### config.mk
export PLATFORM = sky130hd
export DESIGN_NAME = scsfw_top
export DESIGN_NICKNAME = d
export VERILOG_FILES = /design/src/rtl/scsfw_pkg.sv /design/src/rtl/scsfw_tick_cnt.sv /design/src/rtl/scsfw_top.sv
export VERILOG_INCLUDE_DIRS = /design/src /design/src/rtl
export SDC_FILE = /design/constraint.sdc
export NUM_CORES = 1
export LEC_CHECK = 0
export BUFFER_PORTS_ARGS = -buffer_cell sky130_fd_sc_hd__buf_4
export CORE_MARGIN = 2
export CORE_UTILIZATION = 50
export DETAILED_ROUTE_END_ITERATION = 10
export PLACE_DENSITY = 0.8
export RECOVER_POWER = 50
export SKIP_LAST_GASP = 1
export SYNTH_ARGS = -nofsm -noshare
export SYNTH_HDL_FRONTEND = slang
export SYNTH_SLANG_ARGS = --single-unit
### constraint.sdc
create_clock -name CLK_SYS -period 4.9 [get_ports CLK_SYS]
set_input_delay 0.735 -clock CLK_SYS [delete_from_list [all_inputs] [get_ports CLK_SYS]]
set_output_delay 0.735 -clock CLK_SYS [all_outputs]
set_load 0.005 [all_outputs]
### src/rtl/scsfw_consts.svh
// Constants for the system clock select and fast wake block
`ifndef SCSFW_CONSTS_SVH
`define SCSFW_CONSTS_SVH

// ************************************************************
// Register byte offsets
// ************************************************************
`define SCSFW_OFF_MODE      5'h00
`define SCSFW_OFF_IRQ_STAT  5'h04
`define SCSFW_OFF_IRQ_EN    5'h08
`define SCSFW_OFF_IRQ_CLR   5'h0c
`define SCSFW_OFF_AUX       5'h10
`define SCSFW_OFF_STATE     5'h14

// ************************************************************
// Mode register fields
// ************************************************************
`define SCSFW_DIV_MSB       7
`define SCSFW_DIV_LSB       5
`define SCSFW_FAST_BIT      4
`define SCSFW_LRDY_BIT      3
`define SCSFW_HRDY_BIT      2
`define SCSFW_IDLE_BIT      1
`define SCSFW_HSEL_BIT      0
`define SCSFW_MODE_RST      8'h03
`define SCSFW_DIV_FIRST_HI  3'h2
`define SCSFW_DIV_SHIFT_TOP 4'h8

// Aux register: bit 0 keeps clock in idle, bit 1 watchdog on
`define SCSFW_KEEP_BIT      0
`define SCSFW_WDT_BIT       1
`define SCSFW_AUX_RST       2'h2

// Event bits: high ready, low ready, suspended, woken
`define SCSFW_EV_HRDY       0
`define SCSFW_EV_LRDY       1
`define SCSFW_EV_HALT       2
`define SCSFW_EV_WAKE       3
`define SCSFW_NUM_EV        4

// ************************************************************
// Oscillator cycle counts
// ************************************************************
`define SCSFW_XTAL_CYCLES   11'h400
`define SCSFW_RC_CYCLES     11'h010
`define SCSFW_SHORT_CYCLES  11'h002

`endif

### src/rtl/scsfw_pkg.sv
// Types shared by the clock select and fast wake block
package scsfw_pkg;
    typedef enum logic [2:0] {
        ST_RUN, ST_CPU_OFF_SYSCLK_OFF_MODE, ST_CPU_OFF_SYSCLK_ON_MODE, ST_FULL_STOP_MODE, ST_STOP_WITH_SUB_CLOCK_MODE,
        ST_WAKE, ST_WAKE_SHORT, ST_FAST
    } scsfw_state_type;

    typedef enum logic [1:0] {
        SRC_HIGH, SRC_LOW, SRC_SUB, SRC_NONE
    } scsfw_src_type;

    typedef enum logic [1:0] {
        HO_CRYSTAL, HO_EXT_RC, HO_EXT_CLK, HO_INT_RC
    } scsfw_hosc_type;
endpackage

### src/rtl/scsfw_tick_cnt.sv
// Counts oscillator ticks up to a limit and flags completion
`timescale 1ns/1ps
`default_nettype none
module scsfw_tick_cnt #(
    parameter int WIDTH = 11
) (
    // Clock and reset
    input  wire logic             clk,
    input  wire logic             rst_n,
    input  wire logic             ce,
    // Counting
    input  wire logic             clear,
    input  wire logic             tick,
    input  wire logic [WIDTH-1:0] limit,
    output logic                  done_q
);
    logic [WIDTH-1:0] cnt_q;
    wire              last = (cnt_q == limit - 1'b1);

    if (WIDTH < 2) begin : g_chk
        $error("scsfw_tick_cnt: WIDTH too small");
    end

    always_ff @(posedge clk or negedge rst_n) begin
        if (!rst_n) begin
            cnt_q  <= '0;
            done_q <= 1'b0;
        end else if (ce) begin
            if (clear) begin
                cnt_q  <= '0;
                done_q <= 1'b0;
            end else if (tick && !done_q) begin
                cnt_q  <= last ? '0 : cnt_q + 1'b1;
                done_q <= last;
            end
        end
    end
endmodule
`default_nettype wire

### src/rtl/scsfw_top.sv
// System clock select, oscillator ready tracking and fast wake
`timescale 1ns/1ps
`default_nettype none
`include "scsfw_consts.svh"

module scsfw_top #(
    parameter int CNT_W = 11
) (
    // Clock, reset, enable
    input  wire logic        CLK_SYS,
    input  wire logic        RST_N,
    input  wire logic        CE,
    // Avalon-MM slave
    input  wire logic [4:0]  AVS_ADDRESS,
    input  wire logic        AVS_READ,
    input  wire logic        AVS_WRITE,
    input  wire logic [31:0] AVS_WRITEDATA,
    input  wire logic [3:0]  AVS_BYTEENABLE,
    output logic      [31:0] AVS_READDATA,
    output logic             AVS_WAITREQUEST,
    // CPU requests
    input  wire logic        HALT_REQ,
    input  wire logic        WAKE_REQ,
    // Oscillator pins and option straps
    input  wire logic        OSC_HIGH_IN,
    input  wire logic        OSC_LOW_IN,
    input  wire logic [1:0]  HIGH_OSC_KIND,
    input  wire logic        LOW_OSC_KIND,
    // Clock control
    output logic      [1:0]  SYS_CLK_SRC,
    output logic      [2:0]  SYS_DIV_SHIFT,
    output logic             HIGH_OSC_EN,
    output logic             LOW_OSC_EN,
    output logic             CPU_RUN,
    output logic             SYS_CLK_RUN,
    output logic      [2:0]  MODE_STATE,
    output logic             IRQ
);
    localparam int NEV = `SCSFW_NUM_EV;

    if (CNT_W < 11) begin : g_chk
        $error("scsfw_top: CNT_W cannot hold 1024");
    end

    // ************************************************************
    // Registers and state
    // ************************************************************
    logic [7:0]                 mode_q;
    logic [1:0]                 aux_q;
    logic [NEV-1:0]             stat_q, en_q;
    logic                       wait_q, irq_q;
    logic [31:0]                rdata_q;
    scsfw_pkg::scsfw_state_type state_q, state_d;
    scsfw_pkg::scsfw_src_type   src_q, src_d;
    logic [2:0]                 div_q;
    logic                       hen_q, len_q, cpu_q, sclk_q;
    logic                       sfast_q, sfast_d;
    logic                       hrdy_p_q, lrdy_p_q;
    logic                       high_rdy, low_rdy, hold_done;
    logic [1:0]                 tick;

    // ************************************************************
    // Oscillator pin synchronisers
    // ************************************************************
    wire [1:0] osc_pin = {OSC_LOW_IN, OSC_HIGH_IN};

    for (genvar g = 0; g < 2; g++) begin : g_sync
        logic s1_q, s2_q, s3_q;
        always_ff @(posedge CLK_SYS or negedge RST_N) begin
            if (!RST_N) begin
                s1_q <= 1'b0;
                s2_q <= 1'b0;
                s3_q <= 1'b0;
            end else if (CE) begin
                s1_q <= osc_pin[g];
                s2_q <= s1_q;
                s3_q <= s2_q;
            end
        end
        // Edge taken between stages two and three only
        assign tick[g] = s2_q & ~s3_q;
    end

    // ************************************************************
    // Bus decode
    // ************************************************************
    wire req    = AVS_READ | AVS_WRITE;
    wire acc    = req & ~wait_q;
    wire wr_lo  = AVS_WRITE & acc & AVS_BYTEENABLE[0];
    wire sel_md = AVS_ADDRESS == `SCSFW_OFF_MODE;
    wire sel_st = AVS_ADDRESS == `SCSFW_OFF_IRQ_STAT;
    wire sel_en = AVS_ADDRESS == `SCSFW_OFF_IRQ_EN;
    wire sel_cl = AVS_ADDRESS == `SCSFW_OFF_IRQ_CLR;
    wire sel_ax = AVS_ADDRESS == `SCSFW_OFF_AUX;
    wire sel_sv = AVS_ADDRESS == `SCSFW_OFF_STATE;
    wire [7:0] wd = AVS_WRITEDATA[7:0];

    wire [2:0] cks       = mode_q[`SCSFW_DIV_MSB:`SCSFW_DIV_LSB];
    wire       hsel      = mode_q[`SCSFW_HSEL_BIT];
    wire       idle_on   = mode_q[`SCSFW_IDLE_BIT];
    wire       fast_en   = mode_q[`SCSFW_FAST_BIT];
    wire       keep      = aux_q[`SCSFW_KEEP_BIT];
    wire       wdt_en    = aux_q[`SCSFW_WDT_BIT];
    wire       div_hi    = cks >= `SCSFW_DIV_FIRST_HI;
    wire       tgt_high  = hsel | div_hi;
    wire [2:0] shift_d   = hsel ? 3'h0
                         : 3'(`SCSFW_DIV_SHIFT_TOP - {1'b0, cks});
    wire       is_xtal   = scsfw_pkg::scsfw_hosc_type'(HIGH_OSC_KIND)
                           == scsfw_pkg::HO_CRYSTAL;
    wire       fast_ok   = fast_en & tgt_high & is_xtal;
    wire       in_run    = state_q == scsfw_pkg::ST_RUN;
    wire       halt_go   = in_run & HALT_REQ;

    wire [7:0] mode_rd = {mode_q[7:4], low_rdy, high_rdy, mode_q[1:0]};
    wire [7:0] rd_val  = sel_md ? mode_rd
                       : sel_st ? 8'(stat_q)
                       : sel_en ? 8'(en_q)
                       : sel_ax ? {6'h00, aux_q}
                       : sel_sv ? {3'h0, src_q, state_q}
                       : 8'h00;

    // ************************************************************
    // Register file
    // ************************************************************
    always_ff @(posedge CLK_SYS or negedge RST_N) begin
        if (!RST_N) begin
            wait_q  <= 1'b1;
            rdata_q <= 32'h0000_0000;
            mode_q  <= `SCSFW_MODE_RST;
            aux_q   <= `SCSFW_AUX_RST;
            en_q    <= '0;
        end else if (CE) begin
            wait_q <= ~(req & wait_q);
            if (AVS_READ & wait_q) begin
                rdata_q <= {24'h00_0000, rd_val};
            end
            if (wr_lo & sel_md) begin
                mode_q <= {wd[7:4], 2'b00, wd[1:0]};
            end
            if (wr_lo & sel_ax) begin
                aux_q <= wd[1:0];
            end
            if (wr_lo & sel_en) begin
                en_q <= wd[NEV-1:0];
            end
        end
    end

    // ************************************************************
    // Ready and hold counters
    // ************************************************************
    wire [CNT_W-1:0] hlim = CNT_W'(is_xtal ? `SCSFW_XTAL_CYCLES
                                           : `SCSFW_RC_CYCLES);
    wire [CNT_W-1:0] llim = CNT_W'(LOW_OSC_KIND ? `SCSFW_SHORT_CYCLES
                                                : `SCSFW_XTAL_CYCLES);
    wire             hold_tick = (sfast_q || src_q == scsfw_pkg::SRC_LOW)
                                 ? tick[1] : tick[0];
    wire             in_short  = state_q == scsfw_pkg::ST_WAKE_SHORT;

    scsfw_tick_cnt #(.WIDTH(CNT_W)) u_high_rdy (
        .clk    (CLK_SYS),
        .rst_n  (RST_N),
        .ce     (CE),
        .clear  (~hen_q),
        .tick   (tick[0]),
        .limit  (hlim),
        .done_q (high_rdy)
    );

    scsfw_tick_cnt #(.WIDTH(CNT_W)) u_low_rdy (
        .clk    (CLK_SYS),
        .rst_n  (RST_N),
        .ce     (CE),
        .clear  (~len_q),
        .tick   (tick[1]),
        .limit  (llim),
        .done_q (low_rdy)
    );

    scsfw_tick_cnt #(.WIDTH(CNT_W)) u_hold (
        .clk    (CLK_SYS),
        .rst_n  (RST_N),
        .ce     (CE),
        .clear  (~in_short),
        .tick   (hold_tick),
        .limit  (CNT_W'(`SCSFW_SHORT_CYCLES)),
        .done_q (hold_done)
    );

    // ************************************************************
    // Mode sequencer
    // ************************************************************
    always_comb begin
        state_d = state_q;
        sfast_d = sfast_q;
        case (state_q)
            scsfw_pkg::ST_RUN: begin
                if (HALT_REQ) begin
                    if (idle_on) begin
                        state_d = keep ? scsfw_pkg::ST_CPU_OFF_SYSCLK_ON_MODE
                                       : scsfw_pkg::ST_CPU_OFF_SYSCLK_OFF_MODE;
                    end else begin
                        state_d = wdt_en ? scsfw_pkg::ST_STOP_WITH_SUB_CLOCK_MODE
                                         : scsfw_pkg::ST_FULL_STOP_MODE;
                    end
                end
            end
            scsfw_pkg::ST_CPU_OFF_SYSCLK_ON_MODE: begin
                if (WAKE_REQ) begin
                    state_d = scsfw_pkg::ST_WAKE_SHORT;
                    sfast_d = 1'b0;
                end
            end
            scsfw_pkg::ST_CPU_OFF_SYSCLK_OFF_MODE, scsfw_pkg::ST_STOP_WITH_SUB_CLOCK_MODE: begin
                if (WAKE_REQ) begin
                    state_d = fast_ok ? scsfw_pkg::ST_WAKE_SHORT
                                      : scsfw_pkg::ST_WAKE;
                    sfast_d = fast_ok;
                end
            end
            scsfw_pkg::ST_FULL_STOP_MODE: begin
                if (WAKE_REQ) begin
                    state_d = scsfw_pkg::ST_WAKE;
                end
            end
            scsfw_pkg::ST_WAKE_SHORT: begin
                if (hold_done) begin
                    state_d = sfast_q ? scsfw_pkg::ST_FAST
                                      : scsfw_pkg::ST_RUN;
                end
            end
            scsfw_pkg::ST_FAST: begin
                if (high_rdy) begin
                    state_d = scsfw_pkg::ST_RUN;
                end
            end
            scsfw_pkg::ST_WAKE: begin
                if (tgt_high ? high_rdy : low_rdy) begin
                    state_d = scsfw_pkg::ST_RUN;
                end
            end
            default: begin
                state_d = scsfw_pkg::ST_RUN;
            end
        endcase
    end

    // Source follows the sequencer; no clock while restarting, except a short wake from ST_CPU_OFF_SYSCLK_ON_MODE keeps src_q
    always_comb begin
        case (state_d)
            scsfw_pkg::ST_RUN: begin
                src_d = (tgt_high & high_rdy) ? scsfw_pkg::SRC_HIGH
                                              : scsfw_pkg::SRC_LOW;
            end
            scsfw_pkg::ST_FAST: begin
                src_d = scsfw_pkg::SRC_SUB;
            end
            scsfw_pkg::ST_CPU_OFF_SYSCLK_ON_MODE: begin
                src_d = src_q;
            end
            scsfw_pkg::ST_WAKE_SHORT: begin
                src_d = sfast_d ? scsfw_pkg::SRC_NONE : src_q;
            end
            default: begin
                src_d = scsfw_pkg::SRC_NONE;
            end
        endcase
    end

    wire run_d = state_d == scsfw_pkg::ST_RUN
               || state_d == scsfw_pkg::ST_FAST;
    wire hen_d = (run_d && tgt_high)
               || ((state_d == scsfw_pkg::ST_CPU_OFF_SYSCLK_ON_MODE || (state_d
                    == scsfw_pkg::ST_WAKE_SHORT && !sfast_d))
                   && src_d == scsfw_pkg::SRC_HIGH)
               || (state_d == scsfw_pkg::ST_WAKE_SHORT && sfast_d)
               || (state_d == scsfw_pkg::ST_WAKE && tgt_high);
    wire len_d = state_d != scsfw_pkg::ST_FULL_STOP_MODE;

    // Set wins over a clear in the same cycle
    wire [NEV-1:0] ev;
    assign ev[`SCSFW_EV_HRDY] = high_rdy & ~hrdy_p_q;
    assign ev[`SCSFW_EV_LRDY] = low_rdy & ~lrdy_p_q;
    assign ev[`SCSFW_EV_HALT] = halt_go;
    assign ev[`SCSFW_EV_WAKE] = ~in_run & ~run_d ? 1'b0
                              : (state_q != scsfw_pkg::ST_RUN
                                 && state_q != scsfw_pkg::ST_FAST
                                 && run_d);
    wire [NEV-1:0] clr    = (wr_lo & sel_cl) ? wd[NEV-1:0] : '0;
    wire [NEV-1:0] stat_d = (stat_q & ~clr) | ev;
    wire [NEV-1:0] en_d   = (wr_lo & sel_en) ? wd[NEV-1:0] : en_q;

    always_ff @(posedge CLK_SYS or negedge RST_N) begin
        if (!RST_N) begin
            state_q  <= scsfw_pkg::ST_RUN;
            src_q    <= scsfw_pkg::SRC_LOW;
            sfast_q  <= 1'b0;
            div_q    <= 3'h0;
            hen_q    <= 1'b1;
            len_q    <= 1'b1;
            cpu_q    <= 1'b1;
            sclk_q   <= 1'b1;
            hrdy_p_q <= 1'b0;
            lrdy_p_q <= 1'b0;
            stat_q   <= '0;
            irq_q    <= 1'b0;
        end else if (CE) begin
            state_q  <= state_d;
            src_q    <= src_d;
            sfast_q  <= sfast_d;
            div_q    <= shift_d;
            hen_q    <= hen_d;
            len_q    <= len_d;
            cpu_q    <= run_d;
            sclk_q   <= src_d != scsfw_pkg::SRC_NONE;
            hrdy_p_q <= high_rdy;
            lrdy_p_q <= low_rdy;
            stat_q   <= stat_d;
            irq_q    <= |(stat_d & en_d);
        end
    end

    assign AVS_READDATA    = rdata_q;
    assign AVS_WAITREQUEST = wait_q;
    assign SYS_CLK_SRC     = src_q;
    assign SYS_DIV_SHIFT   = div_q;
    assign HIGH_OSC_EN     = hen_q;
    assign LOW_OSC_EN      = len_q;
    assign CPU_RUN         = cpu_q;
    assign SYS_CLK_RUN     = sclk_q;
    assign MODE_STATE      = state_q;
    assign IRQ             = irq_q;

    // ************************************************************
    // Checks
    // ************************************************************
    property p_div_sel;
        @(posedge CLK_SYS) disable iff (!RST_N || !CE)
        !hsel && div_hi |=> div_q == 3'(8 - $past(cks));
    endproperty
    a_div_sel: assert property (p_div_sel)
        else $error("divider shift wrong");

    property p_hsel;
        @(posedge CLK_SYS) disable iff (!RST_N || !CE)
        in_run && hsel && high_rdy && !HALT_REQ
            |=> src_q == scsfw_pkg::SRC_HIGH && div_q == 3'h0;
    endproperty
    a_hsel: assert property (p_hsel)
        else $error("undivided high clock not selected");

    property p_low_stop;
        @(posedge CLK_SYS) disable iff (!RST_N || !CE)
        in_run && !tgt_high && !HALT_REQ |=> !hen_q ##1 !high_rdy;
    endproperty
    a_low_stop: assert property (p_low_stop)
        else $error("high oscillator left running");

    property p_fast_xtal;
        @(posedge CLK_SYS) disable iff (!RST_N || !CE)
        state_q == scsfw_pkg::ST_FAST |-> is_xtal && hen_q;
    endproperty
    a_fast_xtal: assert property (p_fast_xtal)
        else $error("fast wake on non-crystal");

    property p_lrdy_stop;
        @(posedge CLK_SYS) disable iff (!RST_N || !CE)
        (state_q == scsfw_pkg::ST_FULL_STOP_MODE) [*3] |-> !low_rdy;
    endproperty
    a_lrdy_stop: assert property (p_lrdy_stop)
        else $error("low ready set in full stop");

    property p_hrdy_off;
        @(posedge CLK_SYS) disable iff (!RST_N || !CE)
        (state_q inside {scsfw_pkg::ST_CPU_OFF_SYSCLK_OFF_MODE, scsfw_pkg::ST_FULL_STOP_MODE,
                         scsfw_pkg::ST_STOP_WITH_SUB_CLOCK_MODE}) [*3] |-> !high_rdy;
    endproperty
    a_hrdy_off: assert property (p_hrdy_off)
        else $error("high ready set while stopped");

    property p_idle;
        @(posedge CLK_SYS) disable iff (!RST_N || !CE)
        halt_go && idle_on |=> state_q == ($past(keep) ? scsfw_pkg::ST_CPU_OFF_SYSCLK_ON_MODE
                                                       : scsfw_pkg::ST_CPU_OFF_SYSCLK_OFF_MODE)
                               && cpu_q == 1'b0 && sclk_q == $past(keep);
    endproperty
    a_idle: assert property (p_idle)
        else $error("idle entry wrong");

    property p_sleep;
        @(posedge CLK_SYS) disable iff (!RST_N || !CE)
        halt_go && !idle_on |=> state_q == ($past(wdt_en)
            ? scsfw_pkg::ST_STOP_WITH_SUB_CLOCK_MODE : scsfw_pkg::ST_FULL_STOP_MODE) && !sclk_q;
    endproperty
    a_sleep: assert property (p_sleep)
        else $error("sleep entry wrong");

    property p_stop_nofast;
        @(posedge CLK_SYS) disable iff (!RST_N || !CE)
        state_q == scsfw_pkg::ST_FULL_STOP_MODE && WAKE_REQ
            |=> state_q == scsfw_pkg::ST_WAKE;
    endproperty
    a_stop_nofast: assert property (p_stop_nofast)
        else $error("fast wake from full stop");

    property p_fast_end;
        @(posedge CLK_SYS) disable iff (!RST_N || !CE)
        state_q == scsfw_pkg::ST_FAST && high_rdy
            |=> in_run && src_q == scsfw_pkg::SRC_HIGH;
    endproperty
    a_fast_end: assert property (p_fast_end)
        else $error("no switch to crystal");

    property p_ro_bits;
        @(posedge CLK_SYS) disable iff (!RST_N || !CE)
        wr_lo && sel_md |=> mode_q == {$past(wd[7:4]), 2'b00,
                                       $past(wd[1:0])};
    endproperty
    a_ro_bits: assert property (p_ro_bits)
        else $error("mode register write wrong");
endmodule
`default_nettype wire

# Word level (Yosys, flattened, before mapping)
# Index checks and enable logic that the tools add are counted.
word_totals:
  regBits: 83
  word_cells: 175
  output_inout_bits: 46
  input_bits: 53
classes:
  add_sub_neg: 6
  eq_ne: 26
  mux: 47
  reduce_logical: 34
  n_bitwise: 32
  n_lt_le_gt_ge: 1
op_table:
  columns: ["op", "n"]
  rows:
  - ["$mux 11", 11]
  - ["$add 11x1->11 const B", 3]
  - ["$mux 3", 11]
  - ["$eq 11x11->1", 2]
  - ["$sub 11x1->11 const B", 2]
  - ["$eq 3x3->1 const B", 7]
  - ["$pmux 3 s7", 1]
  - ["$mux 5", 4]
  - ["$and 1x1->1", 18]
  - ["$mux 1", 12]
  - ["$reduce_and 2->1", 6]
  - ["$eq 11x1->1 const B", 1]
  - ["$eq 5x4->1 const B", 2]
  - ["$eq 5x5->1 const B", 2]
  - ["$logic_and 1x1->1", 10]
  - ["$eq 3x2->1 const B", 3]
  - ["$and 4x4->4", 2]
  - ["$mux 4", 2]
  - ["$mux 8", 1]
  - ["$not 1->1", 8]
  - ["$pmux 2 s4", 1]
  - ["$logic_not 3->1", 2]
  - ["$logic_or 1x1->1", 6]
  - ["$mux 2", 3]
  - ["19 further kinds", 26]

# Logic depth before layout (Yosys ltp)
# Gate-level depths: netlist of run 1.
logic_depth:
  word_depth: 15
  ltp_mapped: 8
  ltp_nobuf: 7

# Modules after synthesis
# Synthesis of run 1 repeated with hierarchy kept, for this count alone.
hier_totals:
  cells_unflattened: 691
  hier_area_um2: 6038.3
by_module_without_submodules:
  columns: ["module", "area_per_inst_um2", "cells_per_inst", "instances", "seq_area_each_um2"]
  rows:
  - ["scsfw_tick_cnt", 1033.5, 129, 3, 300.3]
  - ["scsfw_top", 2937.8, 304, 1, 1187.4]

# Worst setup path after synthesis of run 1
# No wires, ideal clock.
synth_path:
  kind: "input to register"
  from: "input port AVS_ADDRESS[4]"
  to: "register irq_q, in the netlist IRQ"
  required_time_ns: 4.770
  n_path_buf: 1
  setup_ns: 0.130
  stages: 7
  t_arrival_ns: 2.138
  setup_slack_ns: 2.632
  path_cell_list: "or4b_1 clkbuf_1 nor2_1 nand3_1 a32o_1 o21bai_1 a31oi_1"
synth_via:
  elab_chain_cells: 8
  word_cells_on_any_way: 11
  classes_between: "eq/ne: 2; mux: 2; bitwise: 6; reduce/logical: 1"
synth_lines:
  columns: ["item", "line", "source"]
  rows:
  - ["start: declaration", "scsfw_top.sv:14", "input wire logic [4:0] AVS_ADDRESS,"]
  - ["$eq 5x4->1 (no source line)", null, null]
  - ["$and 1x1->1", "scsfw_top.sv:289", "wire [NEV-1:0] clr = (wr_lo & sel_cl) ? wd[NEV-1:0] : '0;"]
  - ["$mux 4", "scsfw_top.sv:289", null]
  - ["$not 4->4", "scsfw_top.sv:290", "wire [NEV-1:0] stat_d = (stat_q & ~clr) | ev;"]
  - ["$and 4x4->4", "scsfw_top.sv:290", null]
  - ["$or 4x4->4", "scsfw_top.sv:290", null]
  - ["$and 4x4->4 (*)", "scsfw_top.sv:319", "irq_q <= |(stat_d & en_d);"]
  - ["$reduce_or 4->1 (*)", "scsfw_top.sv:319", null]
  - ["end signal: assignment", "scsfw_top.sv:319", null]
  - ["end: declaration", "scsfw_top.sv:51", "logic wait_q, irq_q;"]
# Mark *: on every way between the ends. The rest lies on a longest branch, timed or not.
# A chain may end at the register's enable or synchronous reset.

# Final worst setup path of run 1
layout_path:
  from: "register state_q[2], in the netlist MODE_STATE[2]"
  to: "register u_hold.cnt_q[6]"
layout_via:
  elab_chain_cells: 3
  word_cells_on_any_way: 4
  classes_between: "eq/ne: 2; mux: 1; reduce/logical: 1"
layout_lines:
  columns: ["item", "line", "source"]
  rows:
  - ["start: declaration", "scsfw_top.sv:53", "scsfw_pkg::scsfw_state_type state_q, state_d;"]
  - ["start signal: assignment", "scsfw_top.sv:295", "state_q <= scsfw_pkg::ST_RUN;"]
  - ["start signal: assignment", "scsfw_top.sv:308", "state_q <= state_d;"]
  - ["$eq 3x3->1 (*)", "scsfw_top.sv:158", "wire in_short = state_q == scsfw_pkg::ST_WAKE_SHORT;"]
  - ["$ne 2x1->1 (no source line)", null, null]
  - ["$reduce_and 2->1 (no source line)", null, null]
  - ["end signal: assignment", "scsfw_tick_cnt.sv:33", "cnt_q <= last ? '0 : cnt_q + 1'b1;"]
  - ["end: declaration", "scsfw_tick_cnt.sv:17", "logic [WIDTH-1:0] cnt_q;"]
# Marked as above.

==> results.ini, run 1 <==
[run_status]
run_status=finished, violations left
failed_checks=capacitance limit, slew limit

[clocking]
cts.hold.buffers_added=0
cts_tree=yes
clk_pin_slew_worst_paths_ns=0.07
clock_sink_count=83
cts_made_buffers=9
buffer_levels_on_the_longest_clock_path=2
cts-resized-gates=0
postCtsSetupRepairBufs=0
cts_max_level=3
clock_tree_root=clkbuf_8
clock_insertion_delay_worst_skew_ns=0.36

[setup_path]
critical_path.reg2reg.startpoint=MODE_STATE[2]
critical_path.reg2reg.endpoint=u_hold.cnt_q[6]
worstSetupEndpointType=register
timing.critical_path.arrival_ns=2.66
worst-endpoint-required_ns=5.12
setup.reg_to_reg.worst_slack_ns=2.46
ws_path_type=register to register
reg2reg_depth=5
timing.critical_path.from_type=register
crit_path_max_fanout=13

[sta]
setup-tns-final_ns=0
final.setup_skew_ns=0.01306
postLayoutSetupSlackWorst_ns=2.456
timing_hold_violations_final=0
report.final.slew_viol_count=84
final_min_period_over_clock_period=0.4988
finalSetupViolations=0
hold_ws_ns=0.4823
grt_setup_unrepaired=false
fmax_mhz=409.2
timing.slew.headroom=-0.3546
timing.final.crit_period_ns=2.444
timing_worst_slew_pin_value_ns=2.032

[synthesis]
synth_top_cells_by_area=dfrtp_1 39%, dfstp_2 4.9%, nand2_1 3.8%, buf_4 3.8%, o21ai_0 3.3%
ys_async_sr_fraction=1.000
synth_enable_flop_cells=0
synth_top_area_frac=0.3859
ys_dominant_reg_cell=dfrtp_1
ys_seq_elements=83
seq_area_frac_synth=0.4352
netlist_instances=525
synth_area_leader_cell=dfrtp_1
yosysWarningCount=0
syn-mean-instance-area_um2=9.140
netlist_area_um2=4798
synthDistinctLibCells=72

[global_routing]
aggregate_global_routing_overflow=0
antenna_violations_before_repair=0
grt_max_degree=84
total_routing_resource_utilization_after_global_routing=0.2139
grt_first_pass_wirelength_um=17570
first_global_vias=3754

[floorplanning]
core-area_um2=9284
core.rowCount=35
dieWidth_um=102.0
starting_utilization_of_the_core_area=0.5168
die_y_um=102.0
floorplan.io_pins=99
dieArea_um2=10400

[power_and_ir_drop]
p_per_area_nw_per_um2=402.7
design_power_total_mw=2.143
peakVddDrop_v=0.0002117
static-leakage-power_nw=2.294

[hold_path]
holdCritPathClass=register to register
hold_end=AVS_READDATA[5]
hold_path_startpoint=AVS_READDATA[5]
min_delay_path_depth=2

[finish]
antenna-diode-count=0
fin_cells=694
n_fill_cell=842
layout-drive-gt1-share=0.1735
mostFrequentLayoutCell=dfrtp_1
area_added_between_synthesis_and_finish_pct=10.90
seqCellArea_um2=2088
final_core_util=0.5732
multi_input_comb_area_um2=2441
layout.nets=618
postLayoutCellArea_um2=5321
final_cell_mix=74 x dfrtp_1, 49 x nand2_1, 46 x buf_4

[place]
detailedPlace.worstSlack_ns=2.276
gp_congestion=0.8807
placement.cell_area_um2=5126
dp.final_hpwl_um=7479
placed_cells_incl_taps=678
io_buffer_count=47

[detailed_routing]
vias_per_std_cell=5.692
avgRoutedWirePerCell_um=15.21
firstDrtPassIters=5
post-route-drc-count=0
routed-wl-met2_um=5045
drt_iter0_drc=229
dr_total_vias=3950
met1Wirelength_um=4681
route.top_layer_used=met4
drt-total-wl_um=10560
wl_met3_um=587
antenna_violating_nets_post_route=0

[flow_run]
max_cap_viol_count=1

==> logic make-up after synthesis <==
group | share of synthesized area
AND/OR/NAND/NOR | 0.2274
flip-flops | 0.4352
other | 0.0007815
XOR/XNOR | 0.01095
multiplexers | 0.04355
AO/OA/AOI/OAI | 0.1950
adder cells (fa/ha/maj) | 0.01304
buffers and inverters | 0.07405
==> cells in the mapped netlist, drive strengths merged, types with 4 or more instances <==
master and number:
nor2b 13, ha 5, nor3 9, a31oi 5, o31ai 20, o21ai 56
mux2 15, nand2 49, a21oi 15, o211ai 4, nand2b 16, a221oi 4
and3 12, inv 22, buf 34, clkbuf 12, nand3b 5, or3 4
a211oi 5, nand3 20, dfstp 9, nor4 9, dfrtp 74, nor4b 4
nor2 41, or2 5, mux2i 4
==> how the worst max path moves through the flow <==
stage | start | to | depth (start not counted)
after detailed placement | AVS_ADDRESS[4] | IRQ | 7
after global placement | AVS_ADDRESS[4] | IRQ | 7
after CTS | MODE_STATE[2] | u_hold.cnt_q[6] | 5
after global routing | MODE_STATE[2] | u_hold.cnt_q[4] | 5
final | MODE_STATE[2] | u_hold.cnt_q[6] | 5
after floorplan | AVS_ADDRESS[4] | IRQ | 7
==> sequential cells by signal, indices dropped and copies added, names as in the netlist, 2 cells and up <==
register / count
g_sync.s3_q: 2
AVS_READDATA: 8
u_hold.cnt_q: 11
MODE_STATE: 3
g_sync.s2_q: 2
aux_q: 2
stat_q: 4
u_low_rdy.cnt_q: 11
en_q: 4
SYS_CLK_SRC: 2
SYS_DIV_SHIFT: 3
mode_q: 6
g_sync.s1_q: 2
u_high_rdy.cnt_q: 11
==> layer usage <==
| layer | vias to the layer above | GRT usage |
|---|---|---|
| met5 | - | 0 |
| met2 | 133 | 0.3467 |
| li1 | 1915 | - |
| met1 | 1873 | 0.2801 |
| met4 | 0 | 0.09538 |
| met3 | 29 | 0.04104 |
==> power by group <==
part | leakage [nW] | internal, mW | switching (mW) | total, mW
Sequential | 1.05 | 0.803 | 0.147 | 0.950
Clock | 0.101 | 0.264 | 0.237 | 0.501
Combinational | 1.14 | 0.302 | 0.390 | 0.692
==> critical path: stages (launching register included) <==
cell and delay, ns:
dfrtp_1 0.62, nor2b_1 0.29, nand2_1 0.14, o21ai_1 0.66
or2_0 0.46, o31ai_1 0.14
==> area by class of cell <==
class	count	share of cell area
Clock buffer	14	0.03057
Inverter	22	0.01552
Timing Repair Buffer	47	0.06584
Clock inverter	2	0.006584
Tap cell	129	0.03033
Sequential cell	83	0.3924
Multi-Input combinational cell	397	0.4587
No activity file was read; power rests on OpenSTA's default activity.
==> run 2, diff against run 1 <==
==> constraint.sdc (replaced) <==
create_clock -name CLK_SYS -period 2.39 [get_ports CLK_SYS]
set_input_delay 0.3585 -clock CLK_SYS [delete_from_list [all_inputs] [get_ports CLK_SYS]]
set_output_delay 0.3585 -clock CLK_SYS [all_outputs]
set_load 0.005 [all_outputs]
==> results.ini, run 2 (synthesis gave the netlist of run 1 again) <==
[setup_path]
cp_cell_sequence=or3_1 -> nand3_1 -> o211a_1 -> and2_1 -> a311oi_1 -> a22oi_2
cp_slowest_stage_delay_ns=0.70
timing.critical_path.from_type=register
timing.critical_path.arrival_ns=2.49
critical_path.reg2reg.startpoint=mode_q[0]
critical_path.startpoint=mode_q[0]
worst-path-buf-inv=0
ws_path_type=register to register
crit_family=compound AO/OA/AOI/OAI gates
crit_path_max_fanout=11
worstSetupEndpointType=register
worst-endpoint-required_ns=2.66
crit_path_top_delay_cell=dfstp_1

[global_routing]
grt_first_pass_wirelength_um=18160
grt_max_degree=50
antenna_violations_before_repair=0
first_global_vias=3868
aggregate_global_routing_overflow=0
total_routing_resource_utilization_after_global_routing=0.2194

[hold_path]
hold_path_startpoint=AVS_WRITEDATA[5]
holdCritPathClass=input port to register

[clocking]
postCtsSetupRepairBufs=0
clock_sink_count=83
clock_tree_root=clkbuf_8
clk_pin_slew_worst_paths_ns=0.08
clock_insertion_delay_worst_skew_ns=0.35
cts_max_level=3
cts_made_buffers=9
buffer_levels_on_the_longest_clock_path=2
cts_tree=yes

[sta]
setup-tns-final_ns=0
report.final.slew_viol_count=0
postLayoutSetupSlackWorst_ns=0.1709
timing_worst_slew_pin_value_ns=0.9409
finalSetupViolations=0
timing.slew.headroom=0.3728
timing_hold_violations_final=0
grt_setup_unrepaired=false
fmax_mhz=450.6
final_min_period_over_clock_period=0.9285
timing.final.crit_period_ns=2.219
final.setup_skew_ns=0.006038

[detailed_routing]
post-route-drc-count=0
dr_total_vias=4073
avgRoutedWirePerCell_um=15.30
antenna_violating_nets_post_route=0
drt_iter0_drc=266
vias_per_std_cell=5.729
drt-total-wl_um=10880
firstDrtPassIters=5

[power_and_ir_drop]
p_per_area_nw_per_um2=852.6
static-leakage-power_nw=2.374
peakVddDrop_v=0.0003380

[floorplanning]
core.rowCount=35
floorplan.io_pins=99
dieArea_um2=10400
dieWidth_um=102.0
starting_utilization_of_the_core_area=0.5168
core-area_um2=9284
die_y_um=102.0

[finish]
reg_top3=u_high_rdy.cnt_q x11, u_hold.cnt_q x11, u_low_rdy.cnt_q x11
final_cell_mix=74 x dfrtp_1, 50 x buf_4, 49 x nand2_1
seqCellArea_um2=2088
layout-drive-gt1-share=0.1890
n_fill_cell=844
multi_input_comb_area_um2=2441
layout.nets=635
mostFrequentLayoutCell=dfrtp_1
antenna-diode-count=0
area_added_between_synthesis_and_finish_pct=14.13

[place]
dp.final_hpwl_um=7946
detailedPlace.worstSlack_ns=0.2145
io_buffer_count=47
gp_congestion=0.9365

[run_status]
run_status=finished clean

[flow_run]
max_cap_viol_count=0

[run 2: cell count changes in the layout (fill, tap and decap cells not counted), sizes merged]
cell / before / now
buf: 46 / 50
bufinv: 1 / 3
clkbuf: 15 / 25
dlygate4sd3: 0 / 1
[run 2: final timing paths]
kind,end,slack (ns),cells after the start
setup / recovery,HIGH_OSC_EN,0.17,6
hold reg to reg,AVS_READDATA[7],0.48,2
min in group asynchronous,u_low_rdy.cnt_q[0],0.64,2
max in group asynchronous,AVS_READDATA[2],0.51,3
hold / removal,mode_q[5],0.22,3
setup reg to reg,HIGH_OSC_EN,0.17,6
[run 2: layout make-up]
cell class | count | area share
repair buffers | 64 | 0.08568
well taps | 129 | 0.02947
flip-flops and latches | 83 | 0.3813
clock inverters | 4 | 0.01805
multi-input cells | 397 | 0.4457
inverters | 22 | 0.01508
clock buffers | 12 | 0.02467
[run 2: what timing repair did]
action / in CTS / in global routing
endpoints found under the hold margin: 33 / 0
setup endpoints to repair: 0 / 0
hold buffers: 1 / 0
gates resized for setup: 0 / 0
[run 2: power by group]
part | switching, mW | internal [mW]
logic | 0.867 | 0.700
registers | 0.265 | 1.65
clock network | 0.493 | 0.698
[run 2: worst min-delay path: cells and delay by family]
family	cells	cell delay, ns
and+or+nand+nor	1	0.03
AOI/OAI and AO/OA	1	0.06
buffers and inverters	1	0.08
[run 2: layer usage]
metal	vias up	GRT usage	share of wire
li1	1954	-	-
met1	1936	0.2845	0.42
met2	162	0.3608	0.49
met3	21	0.04651	0.072
met4	0	0.08615	0.017
met5	-	0	0
[run 2: metrics by stage]
stage | utilization | hold slack [ns] | area [um^2] | instances | power (mW)
CTS | 0.5927 | 0.2046 | 5503 | 711 | 4.707
detailed placement | 0.5664 | 0.3466 | 5259 | 694 | 3.497
global route | 0.5899 | 0.2274 | 5477 | 711 | 4.980
floorplan | - | 0.06291 | 4885 | 548 | 2.946
finish | 0.5899 | 0.2210 | 5477 | 711 | 4.669
global placement | 0.5664 | 0.3411 | 5259 | 694 | 3.425
